===== config.mk =====
export PLATFORM = sky130hd
export DESIGN_NAME = pis_status0
export DESIGN_NICKNAME = d
export VERILOG_FILES = /design/src/pis_pkg.sv /design/src/pis_edge.sv /design/src/pis_status0.sv /design/src/pis_sync.sv
export SDC_FILE = /design/constraint.sdc
export NUM_CORES = 1
export LEC_CHECK = 0
export BUFFER_PORTS_ARGS = -buffer_cell sky130_fd_sc_hd__buf_2
export CAP_MARGIN = 20
export CORE_UTILIZATION = 30
export CTS_CLUSTER_DIAMETER = 200
export CTS_CLUSTER_SIZE = 8
export DETAILED_ROUTE_END_ITERATION = 16
export GPL_TIMING_DRIVEN = 0
export SLEW_MARGIN = 20
export SYNTH_ARGS = -nofsm -noshare
export SYNTH_HDL_FRONTEND = slang
export SYNTH_SLANG_ARGS = --single-unit

===== constraint.sdc =====
create_clock -name clk -period 1.6 [get_ports clk]
set_input_delay 0.16 -clock clk [delete_from_list [all_inputs] [get_ports clk]]
set_output_delay 0.16 -clock clk [all_outputs]
set_load 0.05 [all_outputs]

===== src/pis_pkg.sv =====
// package: register map, field layout and bus carrier types for the status block
package pis_pkg;

	// =====================================================================
	// register map (byte addresses, one aligned word each)
	// =====================================================================
	localparam logic [7:0] PIS_ADDR_STATUS0 = 8'h00;
	localparam logic [7:0] PIS_ADDR_ENABLE  = 8'h04;
	localparam logic [7:0] PIS_ADDR_PORTCHG = 8'h08;

	// =====================================================================
	// field positions
	// =====================================================================
	localparam int PIS_BIT_EXT    = 0;
	localparam int PIS_BIT_CHANGE = 4;
	localparam int PIS_BIT_TIMER  = 5;
	localparam int PIS_BIT_GIE    = 7;

	// =====================================================================
	// reset values
	// =====================================================================
	localparam logic [7:0] PIS_RST_STATUS0 = 8'h00;
	localparam logic [7:0] PIS_RST_ENABLE  = 8'h00;
	localparam logic [7:0] PIS_RST_PORTCHG = 8'h00;

	// widths and cycle counts
	localparam int         PIS_ADDR_W    = 8;
	localparam int         PIS_PORT_W    = 8;
	localparam logic [1:0] PIS_RD_LATENCY = 2'h1;

	// =====================================================================
	// bus carrier types
	// =====================================================================
	typedef struct packed {
		logic        read;
		logic        write;
		logic [7:0]  address;
		logic [31:0] writedata;
		logic [3:0]  byteenable;
	} pis_req_t;

	typedef struct packed {
		logic        waitrequest;
		logic [31:0] readdata;
		logic [1:0]  response;
	} pis_rsp_t;

	typedef enum logic [2:0] {
		PIS_IDLE = 3'b001,
		PIS_WAIT = 3'b010,
		PIS_DONE = 3'b100
	} pis_state_t;

endpackage


===== src/pis_edge.sv =====
// module: rising-edge pulse from a synchronised level
`timescale 1ns/1ps
module pis_edge (
	input  wire logic clk,
	input  wire logic rst_n,
	input  wire logic level,
	output logic      pulse
);
	logic levelQ;

	always_ff @(posedge clk or negedge rst_n) begin
		if (!rst_n) begin
			levelQ <= 1'b0;
		end else begin
			levelQ <= level;
		end
	end

	assign pulse = level & ~levelQ;
endmodule


===== src/pis_status0.sv =====
// module: peripheral interrupt status register 0 with Avalon-MM slave
//
// Operation
// - timer-0 overflow sets bit 5, software clears
// - change summary bit 4 is read-only
// - external pin event sets bit 0, software clears
// - flags set regardless of enables
// - unimplemented bits and addresses read zero
//
// Local design decisions: the Avalon-MM slave port and the register addresses.
`timescale 1ns/1ps
module pis_status0
	import pis_pkg::*;
#(
	parameter int PORT_W = PIS_PORT_W
) (
	input  wire logic              clk,
	input  wire logic              rst_n,
	input  wire pis_pkg::pis_req_t avReq,
	output pis_pkg::pis_rsp_t      avRsp,
	input  wire logic              timer0Overflow,
	input  wire logic              extPin,
	input  wire logic [PORT_W-1:0] portChangeEvent,
	output logic                   irqRequest
);
	import pis_pkg::*;

	// =====================================================================
	// state
	// =====================================================================
	pis_state_t        state;
	pis_state_t        next_state;
	logic              timer0OverflowFlag;
	logic              externalPinIrqFlag;
	logic [PORT_W-1:0] portChangeFlags;
	logic              changeSummaryFlag;
	logic              timerEnable;
	logic              changeEnable;
	logic              extEnable;
	logic              globalIrqEnable;
	logic [31:0]       readData;
	logic [1:0]        readResp;
	logic              extLevel;
	logic              extRise;
	logic [PORT_W-1:0] portEvtSync;
	logic              accept;
	logic              wrStatus;
	logic              wrEnable;
	logic              wrPortChg;
	logic              validAddr;
	logic [31:0]       next_readData;
	logic [7:0]        statusView;
	logic [7:0]        enableView;

	// =====================================================================
	// pin synchronisation and edge detection
	// =====================================================================
	pis_sync #(.WIDTH(1)) uExtSync (
		.clk     (clk),
		.rst_n   (rst_n),
		.pinIn   (extPin),
		.syncOut (extLevel)
	);

	pis_edge uExtEdge (
		.clk   (clk),
		.rst_n (rst_n),
		.level (extLevel),
		.pulse (extRise)
	);

	pis_sync #(.WIDTH(PORT_W)) uPortSync (
		.clk     (clk),
		.rst_n   (rst_n),
		.pinIn   (portChangeEvent),
		.syncOut (portEvtSync)
	);

	// =====================================================================
	// bus decode
	// =====================================================================
	assign validAddr = (avReq.address == PIS_ADDR_STATUS0) |
	                   (avReq.address == PIS_ADDR_ENABLE)  |
	                   (avReq.address == PIS_ADDR_PORTCHG);
	assign accept    = (state == PIS_DONE);
	assign wrStatus  = accept & avReq.write & avReq.byteenable[0] &
	                   (avReq.address == PIS_ADDR_STATUS0);
	assign wrEnable  = accept & avReq.write & avReq.byteenable[0] &
	                   (avReq.address == PIS_ADDR_ENABLE);
	assign wrPortChg = accept & avReq.write & avReq.byteenable[0] &
	                   (avReq.address == PIS_ADDR_PORTCHG);

	// request held until waitrequest low; waitrequest high in IDLE and WAIT, two cycles, then low in DONE
	always_comb begin
		next_state = state;
		unique case (state)
			PIS_IDLE: begin
				if (avReq.read | avReq.write) begin
					next_state = PIS_WAIT;
				end
			end
			PIS_WAIT: begin
				next_state = PIS_DONE;
			end
			PIS_DONE: begin
				next_state = PIS_IDLE;
			end
			default: begin
				next_state = PIS_IDLE;
			end
		endcase
	end

	always_ff @(posedge clk or negedge rst_n) begin
		if (!rst_n) begin
			state <= PIS_IDLE;
		end else begin
			state <= next_state;
		end
	end

	// =====================================================================
	// flags: set wins over software clear
	// =====================================================================
	always_ff @(posedge clk or negedge rst_n) begin
		if (!rst_n) begin
			timer0OverflowFlag <= PIS_RST_STATUS0[PIS_BIT_TIMER];
		end else if (timer0Overflow) begin
			timer0OverflowFlag <= 1'b1;
		end else if (wrStatus) begin
			timer0OverflowFlag <= timer0OverflowFlag & avReq.writedata[PIS_BIT_TIMER];
		end
	end

	always_ff @(posedge clk or negedge rst_n) begin
		if (!rst_n) begin
			externalPinIrqFlag <= PIS_RST_STATUS0[PIS_BIT_EXT];
		end else if (extRise) begin
			externalPinIrqFlag <= 1'b1;
		end else if (wrStatus) begin
			externalPinIrqFlag <= externalPinIrqFlag & avReq.writedata[PIS_BIT_EXT];
		end
	end

	// port change flags: write zero to clear, event sets
	always_ff @(posedge clk or negedge rst_n) begin
		if (!rst_n) begin
			portChangeFlags <= PIS_RST_PORTCHG[PORT_W-1:0];
		end else if (wrPortChg) begin
			portChangeFlags <= (portChangeFlags & avReq.writedata[PORT_W-1:0]) | portEvtSync;
		end else begin
			portChangeFlags <= portChangeFlags | portEvtSync;
		end
	end

	assign changeSummaryFlag = |portChangeFlags;

	// =====================================================================
	// enables
	// =====================================================================
	always_ff @(posedge clk or negedge rst_n) begin
		if (!rst_n) begin
			timerEnable     <= PIS_RST_ENABLE[PIS_BIT_TIMER];
			changeEnable    <= PIS_RST_ENABLE[PIS_BIT_CHANGE];
			extEnable       <= PIS_RST_ENABLE[PIS_BIT_EXT];
			globalIrqEnable <= PIS_RST_ENABLE[PIS_BIT_GIE];
		end else if (wrEnable) begin
			timerEnable     <= avReq.writedata[PIS_BIT_TIMER];
			changeEnable    <= avReq.writedata[PIS_BIT_CHANGE];
			extEnable       <= avReq.writedata[PIS_BIT_EXT];
			globalIrqEnable <= avReq.writedata[PIS_BIT_GIE];
		end
	end

	// enables only gate the request, never the flags
	always_ff @(posedge clk or negedge rst_n) begin
		if (!rst_n) begin
			irqRequest <= 1'b0;
		end else begin
			irqRequest <= globalIrqEnable & ((timer0OverflowFlag & timerEnable) |
			              (changeSummaryFlag & changeEnable) |
			              (externalPinIrqFlag & extEnable));
		end
	end

	// =====================================================================
	// read path
	// =====================================================================
	always_comb begin
		statusView = 8'h00;
		statusView[PIS_BIT_TIMER]  = timer0OverflowFlag;
		statusView[PIS_BIT_CHANGE] = changeSummaryFlag;
		statusView[PIS_BIT_EXT]    = externalPinIrqFlag;
		enableView = 8'h00;
		enableView[PIS_BIT_TIMER]  = timerEnable;
		enableView[PIS_BIT_CHANGE] = changeEnable;
		enableView[PIS_BIT_EXT]    = extEnable;
		enableView[PIS_BIT_GIE]    = globalIrqEnable;
		next_readData = 32'h0000_0000;
		if (avReq.address == PIS_ADDR_STATUS0) begin
			next_readData = {24'h00_0000, statusView};
		end else if (avReq.address == PIS_ADDR_ENABLE) begin
			next_readData = {24'h00_0000, enableView};
		end else if (avReq.address == PIS_ADDR_PORTCHG) begin
			next_readData = {{(32-PORT_W){1'b0}}, portChangeFlags};
		end
	end

	always_ff @(posedge clk or negedge rst_n) begin
		if (!rst_n) begin
			readData <= 32'h0000_0000;
			readResp <= 2'h0;
		end else if (state == PIS_WAIT) begin
			readData <= avReq.read ? next_readData : 32'h0000_0000;
			readResp <= validAddr ? 2'h0 : 2'h2;
		end else if (state == PIS_DONE) begin
			readData <= 32'h0000_0000;
			readResp <= 2'h0;
		end
	end

	// one driver for the whole response carrier
	assign avRsp = '{waitrequest: (avReq.read | avReq.write) & ~accept,
	                 readdata:    readData,
	                 response:    readResp};

	// =====================================================================
	// assertions
	// =====================================================================
	property p_timerSet;
		@(posedge clk) disable iff (!rst_n)
		timer0Overflow |=> timer0OverflowFlag;
	endproperty
	a_timerSet: assert property (p_timerSet) else $error("timer flag not set");

	property p_extSet;
		@(posedge clk) disable iff (!rst_n)
		$rose(extPin) ##3 1'b1 |-> externalPinIrqFlag;
	endproperty
	a_extSet: assert property (p_extSet) else $error("external flag not set");

	property p_summary;
		@(posedge clk) disable iff (!rst_n)
		changeSummaryFlag == (portChangeFlags != '0);
	endproperty
	a_summary: assert property (p_summary) else $error("summary mismatch");

	property p_readOnly;
		@(posedge clk) disable iff (!rst_n)
		wrStatus && portEvtSync == '0 |=> $stable(changeSummaryFlag);
	endproperty
	a_readOnly: assert property (p_readOnly) else $error("summary changed by write");

	property p_noEnableNeeded;
		@(posedge clk) disable iff (!rst_n)
		timer0Overflow && !globalIrqEnable |=> timer0OverflowFlag;
	endproperty
	a_noEnableNeeded: assert property (p_noEnableNeeded) else $error("flag gated");

	property p_unmapped;
		@(posedge clk) disable iff (!rst_n)
		accept && avReq.read && !validAddr |-> avRsp.readdata == 32'h0000_0000;
	endproperty
	a_unmapped: assert property (p_unmapped) else $error("unmapped not zero");

	property p_upperZero;
		@(posedge clk) disable iff (!rst_n)
		accept && avReq.read && avReq.address == PIS_ADDR_STATUS0
		|-> avRsp.readdata[31:6] == '0 && avRsp.readdata[3:1] == '0;
	endproperty
	a_upperZero: assert property (p_upperZero) else $error("reserved bit set");

	property p_clearWorks;
		@(posedge clk) disable iff (!rst_n)
		wrStatus && !avReq.writedata[PIS_BIT_TIMER] && !timer0Overflow
		|=> !timer0OverflowFlag;
	endproperty
	a_clearWorks: assert property (p_clearWorks) else $error("clear failed");

	property p_answer;
		@(posedge clk) disable iff (!rst_n)
		state == PIS_IDLE && (avReq.read | avReq.write) |-> ##2 !avRsp.waitrequest;
	endproperty
	a_answer: assert property (p_answer) else $error("answer late");

	property p_extClear;
		@(posedge clk) disable iff (!rst_n)
		wrStatus && !avReq.writedata[PIS_BIT_EXT] && !extRise |=> !externalPinIrqFlag;
	endproperty
	a_extClear: assert property (p_extClear) else $error("external clear failed");

	property p_changeSets;
		@(posedge clk) disable iff (!rst_n)
		portEvtSync != '0 |=> changeSummaryFlag;
	endproperty
	a_changeSets: assert property (p_changeSets) else $error("summary not set");

	property p_extNoEnable;
		@(posedge clk) disable iff (!rst_n)
		extRise && !extEnable |=> externalPinIrqFlag;
	endproperty
	a_extNoEnable: assert property (p_extNoEnable) else $error("external flag gated");

	property p_resetClear;
		@(posedge clk)
		$rose(rst_n) |-> !timer0OverflowFlag && !externalPinIrqFlag && portChangeFlags == '0;
	endproperty
	a_resetClear: assert property (p_resetClear) else $error("flags not cleared");
endmodule


===== src/pis_sync.sv =====
// module: two-flop synchroniser for a vector of pin levels
`timescale 1ns/1ps
module pis_sync #(
	parameter int WIDTH = 1
) (
	input  wire logic             clk,
	input  wire logic             rst_n,
	input  wire logic [WIDTH-1:0] pinIn,
	output logic      [WIDTH-1:0] syncOut
);
	logic [WIDTH-1:0] stage1;

	always_ff @(posedge clk or negedge rst_n) begin
		if (!rst_n) begin
			stage1  <= '0;
			syncOut <= '0;
		end else begin
			stage1  <= pinIn;
			syncOut <= stage1;
		end
	end
endmodule

==> results of run 1 <==
==> layer usage <==
layer	vias up	global-route usage (%)	wire length [um]
li1	714	-	-
met1	657	15.0	1660
met5	-	0	0
met2	47	21.0	1870
met3	7	3.41	271
met4	0	5.79	68
==> what timing repair did <==
item / CTS / global route
setup buffers: 7 / 4
hold buffers: 9 / 1
resized for setup: 5 / 6
cloned: 0 / 0
pin swaps: 2 / 2
setup endpoints to repair: 19 / 11
endpoints found under the hold margin: 9 / 45
==> path summary, 6_finish.rpt <==
kind / end / slack, ns
setup / recovery: readData[4]$_DFFE_PN0P_ / -0.18
hold / removal: globalIrqEnable$_DFFE_PN0P_ / 0.1
setup reg to reg: readData[4]$_DFFE_PN0P_ / -0.18
hold reg to reg: uExtSync.syncOut$_DFF_PN0_ / 0.35
max in group asynchronous: state[0]$_DFFE_PN1P_ / 0.83
min in group asynchronous: portChangeFlags[2]$_DFF_PN0_ / 0.39
==> state kept, by name, indices dropped and copies added (netlist names), 3 cells and up <==
signal             flops
portChangeFlags        8
state                  3
uPortSync.syncOut      8
uPortSync.stage1       8
readData               8
==> cell usage in the layout (no fill, tap or decap), drive strengths merged, types with 4 or more instances in the layout <==
cell type    count
clkbuf           8
dfrtp           45
dlygate4sd3     10
nor2            22
buf             77
conb            25
inv              4
a31oi            8
mux2             4
a32o             7
nor2b            4
==> critical path, cell delays in order, from the launching register on <==
cell     delay (ns)
dfrtp_1        0.40
or4_1          0.56
or4b_4         0.49
a32o_1         0.23
==> power by group <==
part           leakage (nW)  switching, W  internal, W
Combinational         0.705      0.000391     0.000261
Sequential            0.539     0.0000435      0.00124
Clock                0.0441      0.000401     0.000307
==> cells by family (layout without fill, tap and decap cells) <==
family	count (synthesis)	count (layout)
multiplexers	4	4
buffers and inverters	33	102
flip-flops	46	46
AND/OR/NAND/NOR	50	50
AO/OA/AOI/OAI	28	28
other	1	25
XOR/XNOR	1	1
==> cell type report <==
| cell class | count | area [um2] |
|---|---|---|
| Inverter | 4 | 15.0 |
| Buffer | 29 | 204 |
| Sequential cell | 46 | 1150 |
| Multi-Input combinational cell | 108 | 707 |
| Tap cell | 75 | 93.8 |
| Fill cell | 585 | 3400 |
| Timing Repair Buffer | 61 | 395 |
| Clock inverter | 3 | 21.3 |
| Clock buffer | 5 | 68.8 |
==> per-stage QoR <==
stage	TNS, ns	cells	cell area (um2)	power, W
2_1_floorplan	-0.434	187	2040	0.00171
3_3_place_gp	-2.91	302	2330	0.00182
3_5_place_dp	-3.73	302	2330	0.00183
4_1_cts	-0.256	326	2590	0.00263
5_1_grt	-0.640	331	2660	0.00281
6_report	-0.273	331	2660	0.00265
==> key figures, run 1 <==
Synthesis
  – Top-count cell post-synth: dfrtp_1
  – Number of synthesis warnings: 0
  – Synth top area share: about three fifths
  – Yosys reg bits: 46
  – Post-Synth XOR/XNOR Area: less than 1%
  – Seq/Total Area, Yosys: approximately three fifths
  – Post-Synth Adder-Cell Area: 0%
  – Number of synthesized flops with an enable pin: 0
  – Mux share of post-synthesis cell area: 2.33%
  – Post-synth top area cell: dfrtp_1
  – Fraction of the mapped netlist area in compound gates: between 10% and 20%
  – Main area contributors after synthesis: dfrtp_1, buf_4, nor2_1, a32o_1, a31oi_1
  – Post-synth top cells: dfrtp_1, buf_4, nor2_1, a31oi_1, a32o_1
  – Mean Syn Cell Area: 11.9 um2
  – Synth cell types: 37
  – Simple-gate share of the synthesized area: about 16%
  – Post-synthesis async set-or-reset flop share: 100%
  – Ys flop type: dfrtp_1
  – Main combinational cell family by area after synthesis: simple AND/OR/NAND/NOR gates
  – Mapped Area: slightly below 2000 um2
  – Cells after Synth: ~160

Global routing
  – Vias in the first global route: ~1,300
  – Tot GR Track Use: roughly an eighth
  – Initial antenna violation count: 0
  – First-pass GRT wire length: a little over 6000 um
  – Largest net degree at the start of global routing: 47
  – Total grt overflow: 0

Drt
  – Number of iterations in the first detailed-routing pass: 4
  – Total Wirelength: around 3900 um
  – Via count: around 1,400
  – Via density: 4.31
  – Routed Antenna Nets: 0
  – DR WL/cell: between 10 and 15 um
  – DR iter-0 viols: 42
  – # DRC: 0

Setup path
  – Worst R2R Start: portChangeFlags[6]$_DFF_PN0_
  – Crit path from: portChangeFlags[6]$_DFF_PN0_
  – Crit path arrival time: approximately 2 ns
  – Nature of the critical path endpoint: flip-flop
  – Worst-path fanout max: 2
  – Crit start category: flip-flop
  – Setup CP Type: reg -> reg
  – R2r worst-path depth: 3
  – Worst endpoint required time: 1.79 ns

Power
  – Pwr Density: ~1000 nW/um2
  – LEAKAGE: roughly 1.3 nW
  – Maximum vdd ir drop: ~570 uV

CTS
  – Root buffer cell: clkbuf_8
  – CTS max path bufs: 2
  – Clock sinks: 46
  – Clock slew at reported path FFs: about 0.090 ns
  – H-tree Lvls: 2
  – Clk_lat worst skew: approximately 0.30 ns
  – CTS tree: yes
  – TritonCTS Buffers: 5

Worst hold path
  – WHS Path Cells: 2
  – HP Class: in -> reg
  – Hold Path Origin: avReq[11]

Outcome
  – Status: finished, violations left
  – Failing checks: setup timing

Job
  – Max cap viols: 0

Floorplanning
  – Cell row count: 28
  – Io pins: 94
  – Initial Utilization: a little under a third
  – Die Area: between 6000 and 7000 um2
  – Horiz. Die Dim: ~82 um
  – Total core area: ~6100 um2
  – Chip Height: about 82 um

Final layout
  – Final core occ: 43.8%
  – N_diodes: 0
  – Final #Nets: 313
  – Synth-to-Final Area Change: 37.5%
  – Share of cells above drive strength 1: approximately two fifths

Timing
  – Max-slew headroom: a little under three fifths
  – Slew Limit Fails: 0
  – # setup viols final: 5
  – Minimum clock period: ~1.8 ns
  – Final hold viol count: 0
  – FMAX: between 500 and 600 MHz
  – Clock skew: a little under 0.007 ns
  – Hold Slack: ~0.099 ns
  – Tightest Pin Transition: 0.663 ns
  – RSZ-0062 raised after global routing: yes
  – Final Cycle Share: 111%
  – Smallest setup slack after layout: -0.182 ns

Placed design
  – Final Wtd Congestion: between 0.7 and 0.8
  – Port bufs: 40
  – Final HPWL DP: around 2700 um
  – Pre-CTS setup slack: -0.232 ns
Note: power is estimated with default switching activity, not from simulation.
==> run 2: changes to the inputs <==
- RECOVER_POWER: default -> 25
==> run 2 against run 1 <==
The run still ends with setup timing left. Via count increased by 0.91%. Die area unchanged. Cell count unchanged. Global-route usage unchanged. Critical endpoint unchanged.
==> key figures, run 2 (same netlist as run 1, synthesis figures left out) <==
Final layout
  – Fillcell total: 586
  – Share of cells above drive strength 1: between 30% and 40%
  – Final #Nets: about 310
  – Final core occ: a little over two fifths
  – Multi-input gate area: between 700 and 800 um2
  – Most frequent cells in the layout: dfrtp_1, buf_2, buf_4
  – N_diodes: 0
  – Synth-to-Final Area Change: 37.3%
  – Design area: 2660 um2
  – Register Area: 1150 um2
  – Commonest non-fill, non-tap cell in the layout: dfrtp_1

CTS
  – Root buffer cell: clkbuf_8
  – Clock slew at reported path FFs: around 0.090 ns
  – H-tree Lvls: 2
  – Clock sinks: 46
  – Clk_lat worst skew: 0.30 ns
  – TritonCTS Buffers: 5
  – CTS tree: yes
  – CTS max path bufs: 2

Floorplanning
  – Cell row count: 28
  – Chip Height: ~82 um
  – Die Area: slightly below 7000 um2
  – Horiz. Die Dim: between 80 and 90 um
  – Total core area: between 6000 and 7000 um2
  – Initial Utilization: 31.9%
  – Io pins: 94

Placed design
  – Final Wtd Congestion: between 0.7 and 0.8
  – Area post-placement: 2330 um2
  – Port bufs: 40
  – Final HPWL DP: roughly 2700 um
  – Pre-CTS setup slack: -0.232 ns

Timing
  – Slew Limit Fails: 0
  – Max-slew headroom: 27.0%
  – # setup viols final: 5
  – Tightest Pin Transition: 1.10 ns
  – Clock skew: between 0.006 and 0.007 ns
  – RSZ-0062 raised after global routing: yes
  – Final hold viol count: 0
  – Final Cycle Share: 111%
  – FMAX: between 500 and 600 MHz
  – Hold Slack: roughly 0.099 ns
  – Smallest setup slack after layout: -0.178 ns
  – Minimum clock period: 1.78 ns

Setup path
  – Crit start category: flip-flop
  – Setup slack, reg-to-reg: -0.18 ns
  – Crit path from: portChangeFlags[6]$_DFF_PN0_
  – Worst R2R Start: portChangeFlags[6]$_DFF_PN0_
  – Reg2reg end: readData[4]$_DFFE_PN0P_
  – R2r worst-path depth: 3
  – Nature of the critical path endpoint: flip-flop
  – Setup CP Type: reg -> reg
  – Worst setup path end: readData[4]$_DFFE_PN0P_
  – Worst endpoint required time: 1.79 ns
  – Crit path arrival time: 1.97 ns
  – Worst-path fanout max: 2

Drt
  – Via density: 4.34
  – # DRC: 0
  – DR WL/cell: 11.7 um
  – Via count: around 1,400
  – Total Wirelength: approximately 3900 um
  – DR iter-0 viols: 52
  – Routed Antenna Nets: 0
  – Number of iterations in the first detailed-routing pass: 4

Global routing
  – First-pass GRT wire length: a little over 6000 um
  – Vias in the first global route: 1,292
  – Initial antenna violation count: 0
  – Largest net degree at the start of global routing: 47
  – Tot GR Track Use: approximately 13%
  – Total grt overflow: 0

Power
  – Maximum vdd ir drop: between 500 and 600 uV
  – Pwr Density: 998 nW/um2
  – Total power: ~0.0026 W
  – LEAKAGE: roughly 1.3 nW

Outcome
  – Status: finished, violations left
  – Failing checks: setup timing

Job
  – Max cap viols: 0

Worst hold path
  – HP Class: in -> reg
## run 2: cell types whose count changed in the layout (fill, tap and decap cells not counted)
cell | previous run | this run
buf_4 | 36 | 35
clkbuf_2 | 0 | 1
## run 2: how the worst min path moves through the flow
stage	start	end	slack (ns)	cells after the start
after detailed placement	portChangeEvent[2]	uPortSync.stage1[2]$_DFF_PN0_	0.27	1
after global placement	portChangeEvent[1]	uPortSync.stage1[1]$_DFF_PN0_	0.27	1
after CTS	rst_n	uExtEdge.levelQ$_DFF_PN0_	0.05	1
after global routing	avReq[11]	globalIrqEnable$_DFFE_PN0P_	0.09	2
final	avReq[11]	globalIrqEnable$_DFFE_PN0P_	0.1	2
after floorplan	rst_n	changeEnable$_DFFE_PN0P_	-0.14	0
## run 2: critical path: stages (launching register included)
cell     delay (ns)
dfrtp_1        0.40
or4_1          0.56
or4b_4         0.49
a32o_1         0.23
## run 2: routing by layer
layer | up-vias | routed length, um | GRT usage [%]
met4 | 0 | 68 | 5.79
met2 | 62 | 1870 | 21.0
met3 | 7 | 321 | 3.41
met1 | 656 | 1620 | 15.0
li1 | 713 | - | -
met5 | - | 0 | 0
## run 2: final cells by class
cell class | count | share of cell area, %
clock inverter | 3 | 0.801
sequential | 46 | 43.4
inverter | 4 | 0.566
buffer | 29 | 7.68
multi-input combinational | 108 | 26.6
timing repair buffer | 61 | 14.8
clock buffer | 5 | 2.59
tap | 75 | 3.53
## run 2: through the flow
stage	TNS, ns	std cells
final	-0.280	331
after global routing	-0.640	331
after CTS	-0.256	326
after detailed placement	-3.73	302
after global placement	-2.91	302
after floorplan	-0.434	187
## run 2: timing repair
action,CTS,global route
buffers inserted,7,4
hold buffers,9,1
endpoints found under the setup margin,19,11
hold endpoints to repair,9,45
gates resized for setup,5,6
pin swaps,2,2
## run 2: power by group
part           leakage, nW  total (W)  switching [W]  internal [W]
Sequential           0.539    0.00129      0.0000434       0.00124
Combinational        0.705   0.000650       0.000391      0.000260
Clock               0.0441   0.000711       0.000404      0.000307
==> run 3: changes to the inputs <==
- MAX_ROUTING_LAYER: default -> met4
==> run 3 against run 2 <==
The flow still finishes with violations (setup timing). Combinational power is essentially flat. Hold slack better by 0.00057 ns. Sequential power hardly changed. Sequential cell count is the same. Register-to-register slack about the same. First-iteration DRC count fell by 29%. Sequential share of layout area unchanged. Largest cell class unchanged. Highest routed layer unchanged.
==> key figures, run 3 (same netlist as run 1, synthesis figures left out) <==
Worst hold path
  – HP Class: in -> reg
  – WHS Path Cells: 2
  – Hold Path Origin: avReq[11]
  – Worst Hold End: globalIrqEnable$_DFFE_PN0P_

Drt
  – DR iter-0 viols: 37
  – Number of iterations in the first detailed-routing pass: 6
  – DR WL/cell: ~12 um
  – Via density: 4.34
  – # DRC: 0
  – Total Wirelength: 3860 um
  – Via count: roughly 1,400
  – Routed Antenna Nets: 0

Floorplanning
  – Io pins: 94
  – Horiz. Die Dim: 82.3 um
  – Initial Utilization: a little under a third
  – Chip Height: ~82 um
  – Total core area: slightly above 6000 um2
  – Cell row count: 28
  – Die Area: 6770 um2

Final layout
  – Final core occ: 43.8%
  – Multi-input gate area: 707 um2
  – Commonest non-fill, non-tap cell in the layout: dfrtp_1
  – Synth-to-Final Area Change: 37.3%
  – Design area: between 2000 and 3000 um2
  – N_diodes: 0
  – Final #Nets: roughly 310
  – Register Area: about 1200 um2
  – Most frequent cells in the layout: dfrtp_1, buf_2, buf_4
  – Fillcell total: a little under 600
  – Share of cells above drive strength 1: ~40%

Setup path
  – Reg2reg end: readData[4]$_DFFE_PN0P_
  – R2r worst-path depth: 3
  – Worst endpoint required time: roughly 1.8 ns
  – Setup slack, reg-to-reg: -0.18 ns
  – Crit start category: flip-flop
  – Worst-path fanout max: 2
  – Worst R2R Start: portChangeFlags[6]$_DFF_PN0_
  – Crit path arrival time: slightly below 2 ns
  – Nature of the critical path endpoint: flip-flop
  – Setup CP Type: reg -> reg

Power
  – LEAKAGE: between 1 and 1.5 nW
  – Pwr Density: between 900 and 1000 nW/um2
  – Pint: roughly 0.0018 W
  – Maximum vdd ir drop: 569 uV
  – Clock network fraction of total power: between 20% and 30%
  – P_sw: between 0.0008 and 0.0009 W
  – Combinational Power Share: between 20% and 30%
  – Switch share: a little under a third
  – Sequential power share: between 40% and 50%

Outcome
  – Failing checks: setup timing
  – Status: finished, violations left

Timing
  – Final Cycle Share: 111%
  – Max-slew headroom: a little over a quarter
  – Clock skew: around 0.0070 ns
  – Post-Route Setup TNS: -0.273 ns
  – Final hold viol count: 0
  – Smallest setup slack after layout: -0.180 ns
  – RSZ-0062 raised after global routing: yes
  – Tightest Pin Transition: between 1 and 1.5 ns
  – # setup viols final: 5
  – Minimum clock period: roughly 1.8 ns
  – Slew Limit Fails: 0
  – FMAX: roughly 560 MHz

CTS
  – Root buffer cell: clkbuf_8
  – Clock slew at reported path FFs: ~0.090 ns
  – CTS tree: yes
  – TritonCTS Buffers: 5
  – Clk_lat worst skew: 0.30 ns
  – CTS max path bufs: 2
  – Clock sinks: 46
  – H-tree Lvls: 2

Placed design
  – Final HPWL DP: 2740 um
  – Area post-placement: 2330 um2
  – Port bufs: 40
  – Final Wtd Congestion: 0.742

Global routing
  – Initial antenna violation count: 0
  – Tot GR Track Use: between 10% and 20%
  – Vias in the first global route: approximately 1,300
  – First-pass GRT wire length: 6090 um
  – Largest net degree at the start of global routing: 47
  – Total grt overflow: 0

Job
  – Max cap viols: 0
-- run 3: area by class of cell --
class	instances	area share, %
clock buffer	5	2.59
sequential	46	43.4
clock inverter	3	0.801
inverter	4	0.566
tap	75	3.53
timing repair buffer	61	14.8
buffer	29	7.68
multi-input combinational	108	26.6
-- run 3: timing repair --
| item | in CTS | in global routing |
|---|---|---|
| hold endpoints to repair | 9 | 45 |
| pin swaps | 2 | 2 |
| gates resized for setup | 5 | 6 |
| endpoints found under the setup margin | 19 | 11 |
| setup buffers | 7 | 4 |
| hold buffers | 9 | 1 |
-- run 3: power groups by stage --
stage	registers [W]	clock network, W	logic (W)
4_1_cts	0.00129	0.000739	0.000599
2_1_floorplan	0.00137	0	0.000336
3_5_place_dp	0.00132	0	0.000511
6_report	0.00129	0.000704	0.000650
3_3_place_gp	0.00132	0	0.000504
5_1_grt	0.00130	0.000800	0.000705
-- run 3: how the worst max path moves through the flow --
stage | startpoint | endpoint | depth (start not counted) | slack (ns)
after global routing | portChangeFlags[0]$_DFF_PN0_ | readData[4]$_DFFE_PN0P_ | 3 | -0.23
after detailed placement | state[2]$_DFFE_PN0P_ | extEnable$_DFFE_PN0P_ | 3 | -0.23
final | portChangeFlags[6]$_DFF_PN0_ | readData[4]$_DFFE_PN0P_ | 3 | -0.18
after CTS | portChangeFlags[0]$_DFF_PN0_ | readData[4]$_DFFE_PN0P_ | 3 | -0.16
after floorplan | portChangeFlags[2]$_DFF_PN0_ | readData[4]$_DFFE_PN0P_ | 3 | -0.12
after global placement | state[2]$_DFFE_PN0P_ | extEnable$_DFFE_PN0P_ | 3 | -0.21
-- run 3: critical path: stages (launching register included) --
cell,delay (ns)
dfrtp_1,0.40
or4_1,0.56
or4b_4,0.49
a32o_1,0.23
-- run 3: metrics by stage --
step / total power [W] / hold slack [ns] / std cells / setup WS (ns)
2_1_floorplan: 0.00171 / -0.136 / 187 / -0.115
3_3_place_gp: 0.00182 / 0.269 / 302 / -0.208
3_5_place_dp: 0.00183 / 0.269 / 302 / -0.232
4_1_cts: 0.00263 / 0.0461 / 326 / -0.161
5_1_grt: 0.00280 / 0.0949 / 331 / -0.231
6_report: 0.00264 / 0.0997 / 331 / -0.180
-- run 3: metal layers --
layer	part of all wire (%)	track usage [%]	vias up
li1	-	-	715
met1	42	15.1	657
met2	49	21.1	56
met3	7.8	3.19	8
met4	1.9	5.79	0
met5	0	-	-
